--- config.mk ---
export PLATFORM = sky130hd
export DESIGN_NAME = tdct_timer
export DESIGN_NICKNAME = d
export VERILOG_FILES = /design/src/design/tdct_pkg.sv /design/src/design/tdct_timer.sv
export SDC_FILE = /design/constraint.sdc
export NUM_CORES = 1
export LEC_CHECK = 0
export ABC_AREA = 1
export BUFFER_PORTS_ARGS = -buffer_cell sky130_fd_sc_hd__buf_2
export CORE_MARGIN = 10
export CORE_UTILIZATION = 45
export DETAILED_ROUTE_END_ITERATION = 7
export GPL_ROUTABILITY_DRIVEN = 0
export GPL_TIMING_DRIVEN = 0
export SLEW_MARGIN = 10
export SYNTH_ARGS = -nofsm -noshare
export SYNTH_HDL_FRONTEND = slang
export SYNTH_SLANG_ARGS = --single-unit
--- constraint.sdc ---
create_clock -name clk -period 9.5 [get_ports clk]
set_input_delay 1.9 -clock clk [delete_from_list [all_inputs] [get_ports clk]]
set_output_delay 1.9 -clock clk [all_outputs]
set_load 0.01 [all_outputs]
--- src/design/tdct_pkg.sv ---
// Behaviour
// - Three independent 16-bit timers, one shared clock
// - Timers one, two have modes; three free-runs
// - One-shot timer halts at zero, no restart
// - Auto-repeat reloads start value at zero, loops
// - Start value written while running affects restart only
// - Auto-repeat uses newest start value on reload
// - Mode bit: 0 one-shot, 1 auto-repeat, reset 0
// - Timer one enable starts/stops counting, reset 0
// - Timer one counts from start, reset ffff, event
// - Timer two counts from start, reset ffff, event
// - Timer two enable starts/stops counting, reset 0
// - Status flags: timer one bit 0, two bit 1
// - Status read returns flags then clears them
// - Divider code halves rate, 16 kHz to 125 Hz
// - Divider fields reset to code 100 (1 kHz)
// - Timer three runs while enabled, enable resets 0
// - Timer three count read-only, resets to zero
package tdct_pkg;

  // Byte addresses of the register words
  localparam logic [5:0] ADDR_ONE_CONTROL = 6'h00;
  localparam logic [5:0] ADDR_ONE_START = 6'h04;
  localparam logic [5:0] ADDR_TWO_CONTROL = 6'h08;
  localparam logic [5:0] ADDR_TWO_START = 6'h0c;
  localparam logic [5:0] ADDR_FLAGS = 6'h10;
  localparam logic [5:0] ADDR_ONE_DIVIDER = 6'h14;
  localparam logic [5:0] ADDR_TWO_DIVIDER = 6'h18;
  localparam logic [5:0] ADDR_THREE_CONTROL = 6'h1c;
  localparam logic [5:0] ADDR_THREE_COUNT = 6'h20;
  localparam logic [5:0] ADDR_THREE_DIVIDER = 6'h24;

  // Field positions
  localparam int BIT_DOWN_ENABLE = 15;
  localparam int BIT_DOWN_MODE = 14;
  localparam int BIT_THREE_ENABLE = 0;
  localparam int BIT_FLAG_ONE = 0;
  localparam int BIT_FLAG_TWO = 1;

  // Reset values and encodings
  localparam logic MODE_ONE_SHOT = 1'b0;
  localparam logic MODE_REPEAT = 1'b1;
  localparam logic [15:0] START_RESET = 16'hffff;
  localparam logic [2:0] DIV_RESET = 3'h4;

  // Shared counting clock: fastest tick rate and system clock
  localparam int CLK_HZ = 20000000;
  localparam int BASE_TICK_HZ = 16000;
  localparam logic [10:0] BASE_DIV_LAST = 11'(CLK_HZ / BASE_TICK_HZ - 1);

  typedef struct packed {
    logic en;
    logic mode;
    logic [15:0] start;
    logic [2:0] div;
    logic [15:0] cnt;
  } tdct_down_t;

  typedef struct packed {
    logic [10:0] baseCnt;
    logic [6:0] stage;
    tdct_down_t [1:0] down;
    logic t3En;
    logic [2:0] t3Div;
    logic [15:0] t3Cnt;
    logic [1:0] flags;
    logic [1:0] irq;
    logic ack;
    logic [31:0] rdat;
  } tdct_state_t;

  localparam tdct_down_t DOWN_RESET = '{en: 1'b0, mode: MODE_ONE_SHOT, start: START_RESET,
                                        div: DIV_RESET, cnt: 16'h0000};

  localparam tdct_state_t STATE_RESET = '{baseCnt: 11'h000, stage: 7'h00,
                                          down: {DOWN_RESET, DOWN_RESET},
                                          t3En: 1'b0, t3Div: DIV_RESET, t3Cnt: 16'h0000,
                                          flags: 2'h0, irq: 2'h0, ack: 1'b0,
                                          rdat: 32'h00000000};

endpackage : tdct_pkg

--- src/design/tdct_timer.sv ---
`timescale 1ns/1ns
module tdct_timer (
  // Clock and reset
  input wire logic clk,
  input wire logic nrst,
  // Wishbone slave
  input wire logic wb_cyc_i,
  input wire logic wb_stb_i,
  input wire logic wb_we_i,
  input wire logic [5:0] wb_adr_i,
  input wire logic [3:0] wb_sel_i,
  input wire logic [31:0] wb_dat_i,
  output logic [31:0] wb_dat_o,
  output logic wb_ack_o,
  // Timer events
  output logic timerOneIrq,
  output logic timerTwoIrq
);

  logic [1:0] rstPipe_reg;
  logic rstN;
  tdct_pkg::tdct_state_t st_reg;
  tdct_pkg::tdct_state_t st_next;
  logic baseTick;
  logic access;
  logic wrAccess;
  logic rdAccess;
  logic [1:0] setFlags;
  logic [1:0] clrFlags;
  logic [15:0] image;
  logic [15:0] merged;

  // True when the shared stage counter marks a tick for this divider code
  function automatic logic tickFor(input logic base, input logic [6:0] stage,
                                   input logic [2:0] code);
    logic [6:0] mask;
    mask = 7'((8'h01 << code) - 8'h01);
    return base && ((stage & mask) == mask);
  endfunction : tickFor

  // Byte-lane merge of a write into a 16-bit register image
  function automatic logic [15:0] laneMerge(input logic [15:0] old, input logic [15:0] wdat,
                                            input logic [1:0] sel);
    logic [15:0] res;
    res = old;
    if (sel[0]) begin
      res[7:0] = wdat[7:0];
    end
    if (sel[1]) begin
      res[15:8] = wdat[15:8];
    end
    return res;
  endfunction : laneMerge

  function automatic logic [15:0] controlImage(input tdct_pkg::tdct_down_t t);
    logic [15:0] res;
    res = 16'h0000;
    res[tdct_pkg::BIT_DOWN_ENABLE] = t.en;
    res[tdct_pkg::BIT_DOWN_MODE] = t.mode;
    return res;
  endfunction : controlImage

  // Reset release through two flip-flops
  always_ff @(posedge clk or negedge nrst) begin
    if (!nrst) begin
      rstPipe_reg <= 2'h0;
    end else begin
      rstPipe_reg <= {rstPipe_reg[0], 1'b1};
    end
  end

  assign rstN = rstPipe_reg[1];

  always_comb begin
    st_next = st_reg;
    st_next.ack = 1'b0;
    st_next.irq = 2'h0;
    setFlags = 2'h0;
    clrFlags = 2'h0;
    image = 16'h0000;
    merged = 16'h0000;

    // Shared prescaler: one base tick at the fastest rate, then a binary stage
    baseTick = (st_reg.baseCnt == tdct_pkg::BASE_DIV_LAST);
    if (baseTick) begin
      st_next.baseCnt = 11'h000;
      st_next.stage = st_reg.stage + 7'h01;
    end else begin
      st_next.baseCnt = st_reg.baseCnt + 11'h001;
    end

    // Down-counting timers one and two
    for (int i = 0; i < 2; i++) begin
      if (st_reg.down[i].en && tickFor(baseTick, st_reg.stage, st_reg.down[i].div)) begin
        if (st_reg.down[i].cnt == 16'h0001) begin
          st_next.down[i].cnt = 16'h0000;
          setFlags[i] = 1'b1;
        end else if (st_reg.down[i].cnt == 16'h0000) begin
          if (st_reg.down[i].mode == tdct_pkg::MODE_REPEAT) begin
            st_next.down[i].cnt = st_reg.down[i].start;
          end else begin
            st_next.down[i].cnt = 16'h0000;
          end
        end else begin
          st_next.down[i].cnt = st_reg.down[i].cnt - 16'h0001;
        end
      end
    end

    // Free-running timer three
    if (st_reg.t3En && tickFor(baseTick, st_reg.stage, st_reg.t3Div)) begin
      st_next.t3Cnt = st_reg.t3Cnt + 16'h0001;
    end

    // Bus access, answered one cycle after the request is seen
    access = wb_cyc_i && wb_stb_i && !st_reg.ack;
    wrAccess = access && wb_we_i;
    rdAccess = access && !wb_we_i;
    st_next.ack = access;

    if (wrAccess) begin
      unique case (wb_adr_i)
        tdct_pkg::ADDR_ONE_CONTROL, tdct_pkg::ADDR_TWO_CONTROL: begin
          for (int i = 0; i < 2; i++) begin
            if ((i == 0) == (wb_adr_i == tdct_pkg::ADDR_ONE_CONTROL)) begin
              image = controlImage(st_reg.down[i]);
              merged = laneMerge(image, wb_dat_i[15:0], wb_sel_i[1:0]);
              st_next.down[i].en = merged[tdct_pkg::BIT_DOWN_ENABLE];
              st_next.down[i].mode = merged[tdct_pkg::BIT_DOWN_MODE];
              if (merged[tdct_pkg::BIT_DOWN_ENABLE] && !st_reg.down[i].en) begin
                st_next.down[i].cnt = st_reg.down[i].start;
              end
            end
          end
        end
        tdct_pkg::ADDR_ONE_START: begin
          st_next.down[0].start = laneMerge(st_reg.down[0].start, wb_dat_i[15:0],
                                            wb_sel_i[1:0]);
        end
        tdct_pkg::ADDR_TWO_START: begin
          st_next.down[1].start = laneMerge(st_reg.down[1].start, wb_dat_i[15:0],
                                            wb_sel_i[1:0]);
        end
        tdct_pkg::ADDR_ONE_DIVIDER: begin
          if (wb_sel_i[0]) begin
            st_next.down[0].div = wb_dat_i[2:0];
          end
        end
        tdct_pkg::ADDR_TWO_DIVIDER: begin
          if (wb_sel_i[0]) begin
            st_next.down[1].div = wb_dat_i[2:0];
          end
        end
        tdct_pkg::ADDR_THREE_CONTROL: begin
          if (wb_sel_i[0]) begin
            st_next.t3En = wb_dat_i[tdct_pkg::BIT_THREE_ENABLE];
          end
        end
        tdct_pkg::ADDR_THREE_DIVIDER: begin
          if (wb_sel_i[0]) begin
            st_next.t3Div = wb_dat_i[2:0];
          end
        end
        default: begin
          // Status, count and unmapped words ignore writes
        end
      endcase
    end

    if (rdAccess) begin
      unique case (wb_adr_i)
        tdct_pkg::ADDR_ONE_CONTROL: begin
          st_next.rdat = {16'h0000, controlImage(st_reg.down[0])};
        end
        tdct_pkg::ADDR_TWO_CONTROL: begin
          st_next.rdat = {16'h0000, controlImage(st_reg.down[1])};
        end
        tdct_pkg::ADDR_ONE_START: begin
          st_next.rdat = {16'h0000, st_reg.down[0].start};
        end
        tdct_pkg::ADDR_TWO_START: begin
          st_next.rdat = {16'h0000, st_reg.down[1].start};
        end
        tdct_pkg::ADDR_FLAGS: begin
          st_next.rdat = {30'h00000000, st_reg.flags};
          clrFlags = 2'h3;
        end
        tdct_pkg::ADDR_ONE_DIVIDER: begin
          st_next.rdat = {29'h00000000, st_reg.down[0].div};
        end
        tdct_pkg::ADDR_TWO_DIVIDER: begin
          st_next.rdat = {29'h00000000, st_reg.down[1].div};
        end
        tdct_pkg::ADDR_THREE_CONTROL: begin
          st_next.rdat = {31'h00000000, st_reg.t3En};
        end
        tdct_pkg::ADDR_THREE_COUNT: begin
          st_next.rdat = {16'h0000, st_reg.t3Cnt};
        end
        tdct_pkg::ADDR_THREE_DIVIDER: begin
          st_next.rdat = {29'h00000000, st_reg.t3Div};
        end
        default: begin
          st_next.rdat = 32'h00000000;
        end
      endcase
    end

    // A completion in the clearing cycle survives the clear
    st_next.flags = (st_reg.flags & ~clrFlags) | setFlags;
    st_next.irq = setFlags;
  end

  always_ff @(posedge clk or negedge rstN) begin
    if (!rstN) begin
      st_reg <= tdct_pkg::STATE_RESET;
    end else begin
      st_reg <= st_next;
    end
  end

  assign wb_dat_o = st_reg.rdat;
  assign wb_ack_o = st_reg.ack;
  assign timerOneIrq = st_reg.irq[tdct_pkg::BIT_FLAG_ONE];
  assign timerTwoIrq = st_reg.irq[tdct_pkg::BIT_FLAG_TWO];

endmodule : tdct_timer

==> impl_metrics.tcl <==
set metrics [dict create \
    relSlewSlack 0.555 \
    synth-edff-count 0 \
    synth_area_sq_um 8240 \
    detail_route.wl_per_cell_um 15.6 \
    fin_crit_sh 0.341 \
    post_cts_resized 0 \
    dp_slack_ns 5.86 \
    io_pins 82 \
    firstDrtPassIters 5 \
    cap_viol_max_count 0 \
    power_mw 1.34 \
    stdcell_area_sq_um 9480 \
    cts.sinks 135 \
    holdBufCountCts 0 \
    num_rows 49 \
    grt_use_met1 0.264 \
    port_buffers 47 \
    busiest_layer "met2" \
    dp_hpwl_um 17300 \
    finClkSkew_ns 0.0121 \
    ys_seq_area_frac 0.415 \
    synth-seq-cells 135 \
    fp.dieW_um 155 \
    clk_pin_slew_ns 0.07 \
    tightest_slew_ns 0.668 \
    ir_worst_vdd_v 0.000120 \
    status "complete, no violations" \
    drt_wl_total_um 22800 \
    crit_start "wb_adr_i[1]" \
    final_cell_mix "361 x nand2_1, 119 x inv_1, 118 x nor2_1, 99 x dfrtp_1, 82 x o21ai_0" \
    grt_first_pass_wirelength_um 37300 \
    synth-xor-area-share 0.0446 \
    cts_made_buffers 17 \
    final_common_cell "nand2_1" \
    drive_above_1_share 0.173 \
    dp.cells 1433 \
    vias_per_cell 5.07 \
    endpoint_kind "register" \
    cp_max_fo 10 \
    cellInternalPower_mw 1.02 \
    endpoint "wb_dat_o[9]" \
    worstSetupStartpointType "input port" \
    crit_path_max_incr_delay_ns 0.40 \
    gr-total-overflow 0 \
    rsz0062_at_grt "false" \
    die_area_sq_um 24100 \
    setup_viol 0 \
    synth_cell_types 39 \
    grt_usage 0.191 \
    pwr-share-comb 0.047 \
    hp-class "reg2async" \
    holdWs_ns 0.299 \
    post_cts.repair.setup_buffers 0 \
    arrival_ns 3.59 \
    grt_start_max_net_pins 62 \
    fin_util 0.527 \
    crit_slowest_cell "nor2_2" \
    clockBufferDepth 2 \
    muxShareOfSynthArea 0 \
    yosysWarnings 0 \
    setup-tns-final_ns 0 \
    synthArstFlopShare 1.00 \
    netlist_instances 1140 \
    ys.flop_type "dfrtp_1" \
    reg2reg_from "st_reg[74]" \
    insertion_delay_ns 0.43 \
    placeableCoreArea_sq_um 18000 \
    area_growth_pct 15.0 \
    seqPwrFrac 0.445 \
    powerDensity_nw_per_um2 142 \
    grt_pass1_vias 7013 \
    cp.required_ns 9.85 \
    max_freq_mhz 308 \
    clockRootBuffer "clkbuf_16" \
    timing.rr.end "st_reg[65]" \
    postPlaceCellArea_sq_um 8870 \
    n_antenna_cell 0 \
    use_met3 0.0505 \
    hold_viol 0 \
    pwr-share-clk 0.508 \
    dieHeight_um 155 \
    synthSimpleGateAreaFrac 0.326 \
    use_met2 0.291 \
    cts-htree-levels 4 \
    grt_antenna_before_repair 0 \
    start_util 0.459 \
    r2r_cells 15 \
    ant_nets 0 \
    avgSynthCellArea_sq_um 7.23 \
    via_count 7421 \
    synth-compound-area-share 0.0914 \
    r2r_slack_ns 7.17 \
    crit_chain "buf_2 > nor2_4 > nand3_1 > nor2_2 > buf_2 > nand2_1 > nand2_1 > a21oi_1 > o21ai_0" \
    layout_setup_ws_ns 6.26 \
    slew_violations 0 \
    setup.worst_path.class "in2reg" \
    cts_tree "done" \
    fin_crit_ns 3.24 \
    switchingPower_uw 322 \
    synthAdderAreaFrac 0.0152 \
    switching_share 0.240 \
    route.detailed.drc 0 \
    finalNetCount 1280 \
    largest_reg_flops 114 \
    synth_top_family_by_area "simple AND/OR/NAND/NOR gates" \
    final_cells 1465 \
    drtIter0Drc 602 \
    power.leakage_nw 4.66 \
]
worst min path at each step:
stage	cells past startpoint	to
2_1_floorplan	0	rstPipe_reg[1]
3_3_place_gp	0	rstPipe_reg[1]
3_5_place_dp	0	st_reg[45]
4_1_cts	0	st_reg[45]
5_1_grt	0	wb_dat_o[9]
6_report	0	st_reg[45]
Yosys cell counts, types with 3 or more instances:
cell	n	area [sq um]
dfstp_2	35	920
o22ai_1	5	31.3
inv_2	8	30.0
a22oi_1	5	37.5
nand3_1	64	320
inv_1	119	447
nand3b_1	3	22.5
nand4_1	18	113
nor3_1	11	55.1
o21ai_0	82	410
buf_6	6	67.6
buf_4	32	240
nor2_1	118	443
nor4_1	5	31.3
nor2_4	6	67.6
nand3_2	4	40.0
dfrtp_1	100	2500
a221oi_1	4	35.0
xnor2_1	10	87.6
buf_2	8	40.0
nor2_2	15	93.8
or2_2	8	50.1
nand2_2	6	37.5
xor2_1	32	280
nand2_1	361	1360
a21oi_1	39	195
ha_1	10	125
clkbuf_1	9	33.8
worst max-delay path, delay by kind of cell:
kind,cells,cell delay [ns]
and+or+nand+nor,5,0.99
AOI/OAI and AO/OA,2,0.24
buffers and inverters,2,0.46
power by group through the flow:
stage	logic [mW]	registers, mW	clock network [mW]
floorplan	0.0352	0.608	0
global placement	0.0525	0.615	0
detailed placement	0.0636	0.607	0
CTS	0.0638	0.598	0.693
global route	0.0718	0.599	0.724
finish	0.0636	0.597	0.682
routing by layer:
layer  share of wire  wire (um)
met4           0.015        338
met2            0.45      10200
met1            0.47      10600
met3           0.073       1660
met5               0          0
layout make-up:
| type | count | area (sq um) |
|---|---|---|
| buffer | 55 | 382 |
| clock buffer | 21 | 470 |
| clock inverter | 11 | 136 |
| fill | 1781 | 8490 |
| inverter | 130 | 493 |
| multi-input combinational | 835 | 4000 |
| sequential | 135 | 3430 |
| tap | 229 | 287 |
| timing repair buffer | 49 | 283 |
cells by family (layout without fill, tap and decap cells):
family	after synthesis	in the layout
compound gates	141	141
xor+xnor	42	42
fa+ha+maj	10	10
buf+inv	185	266
flops	135	135
other cells	2	17
simple gates	625	625
No activity file was read; power rests on OpenSTA's default activity.
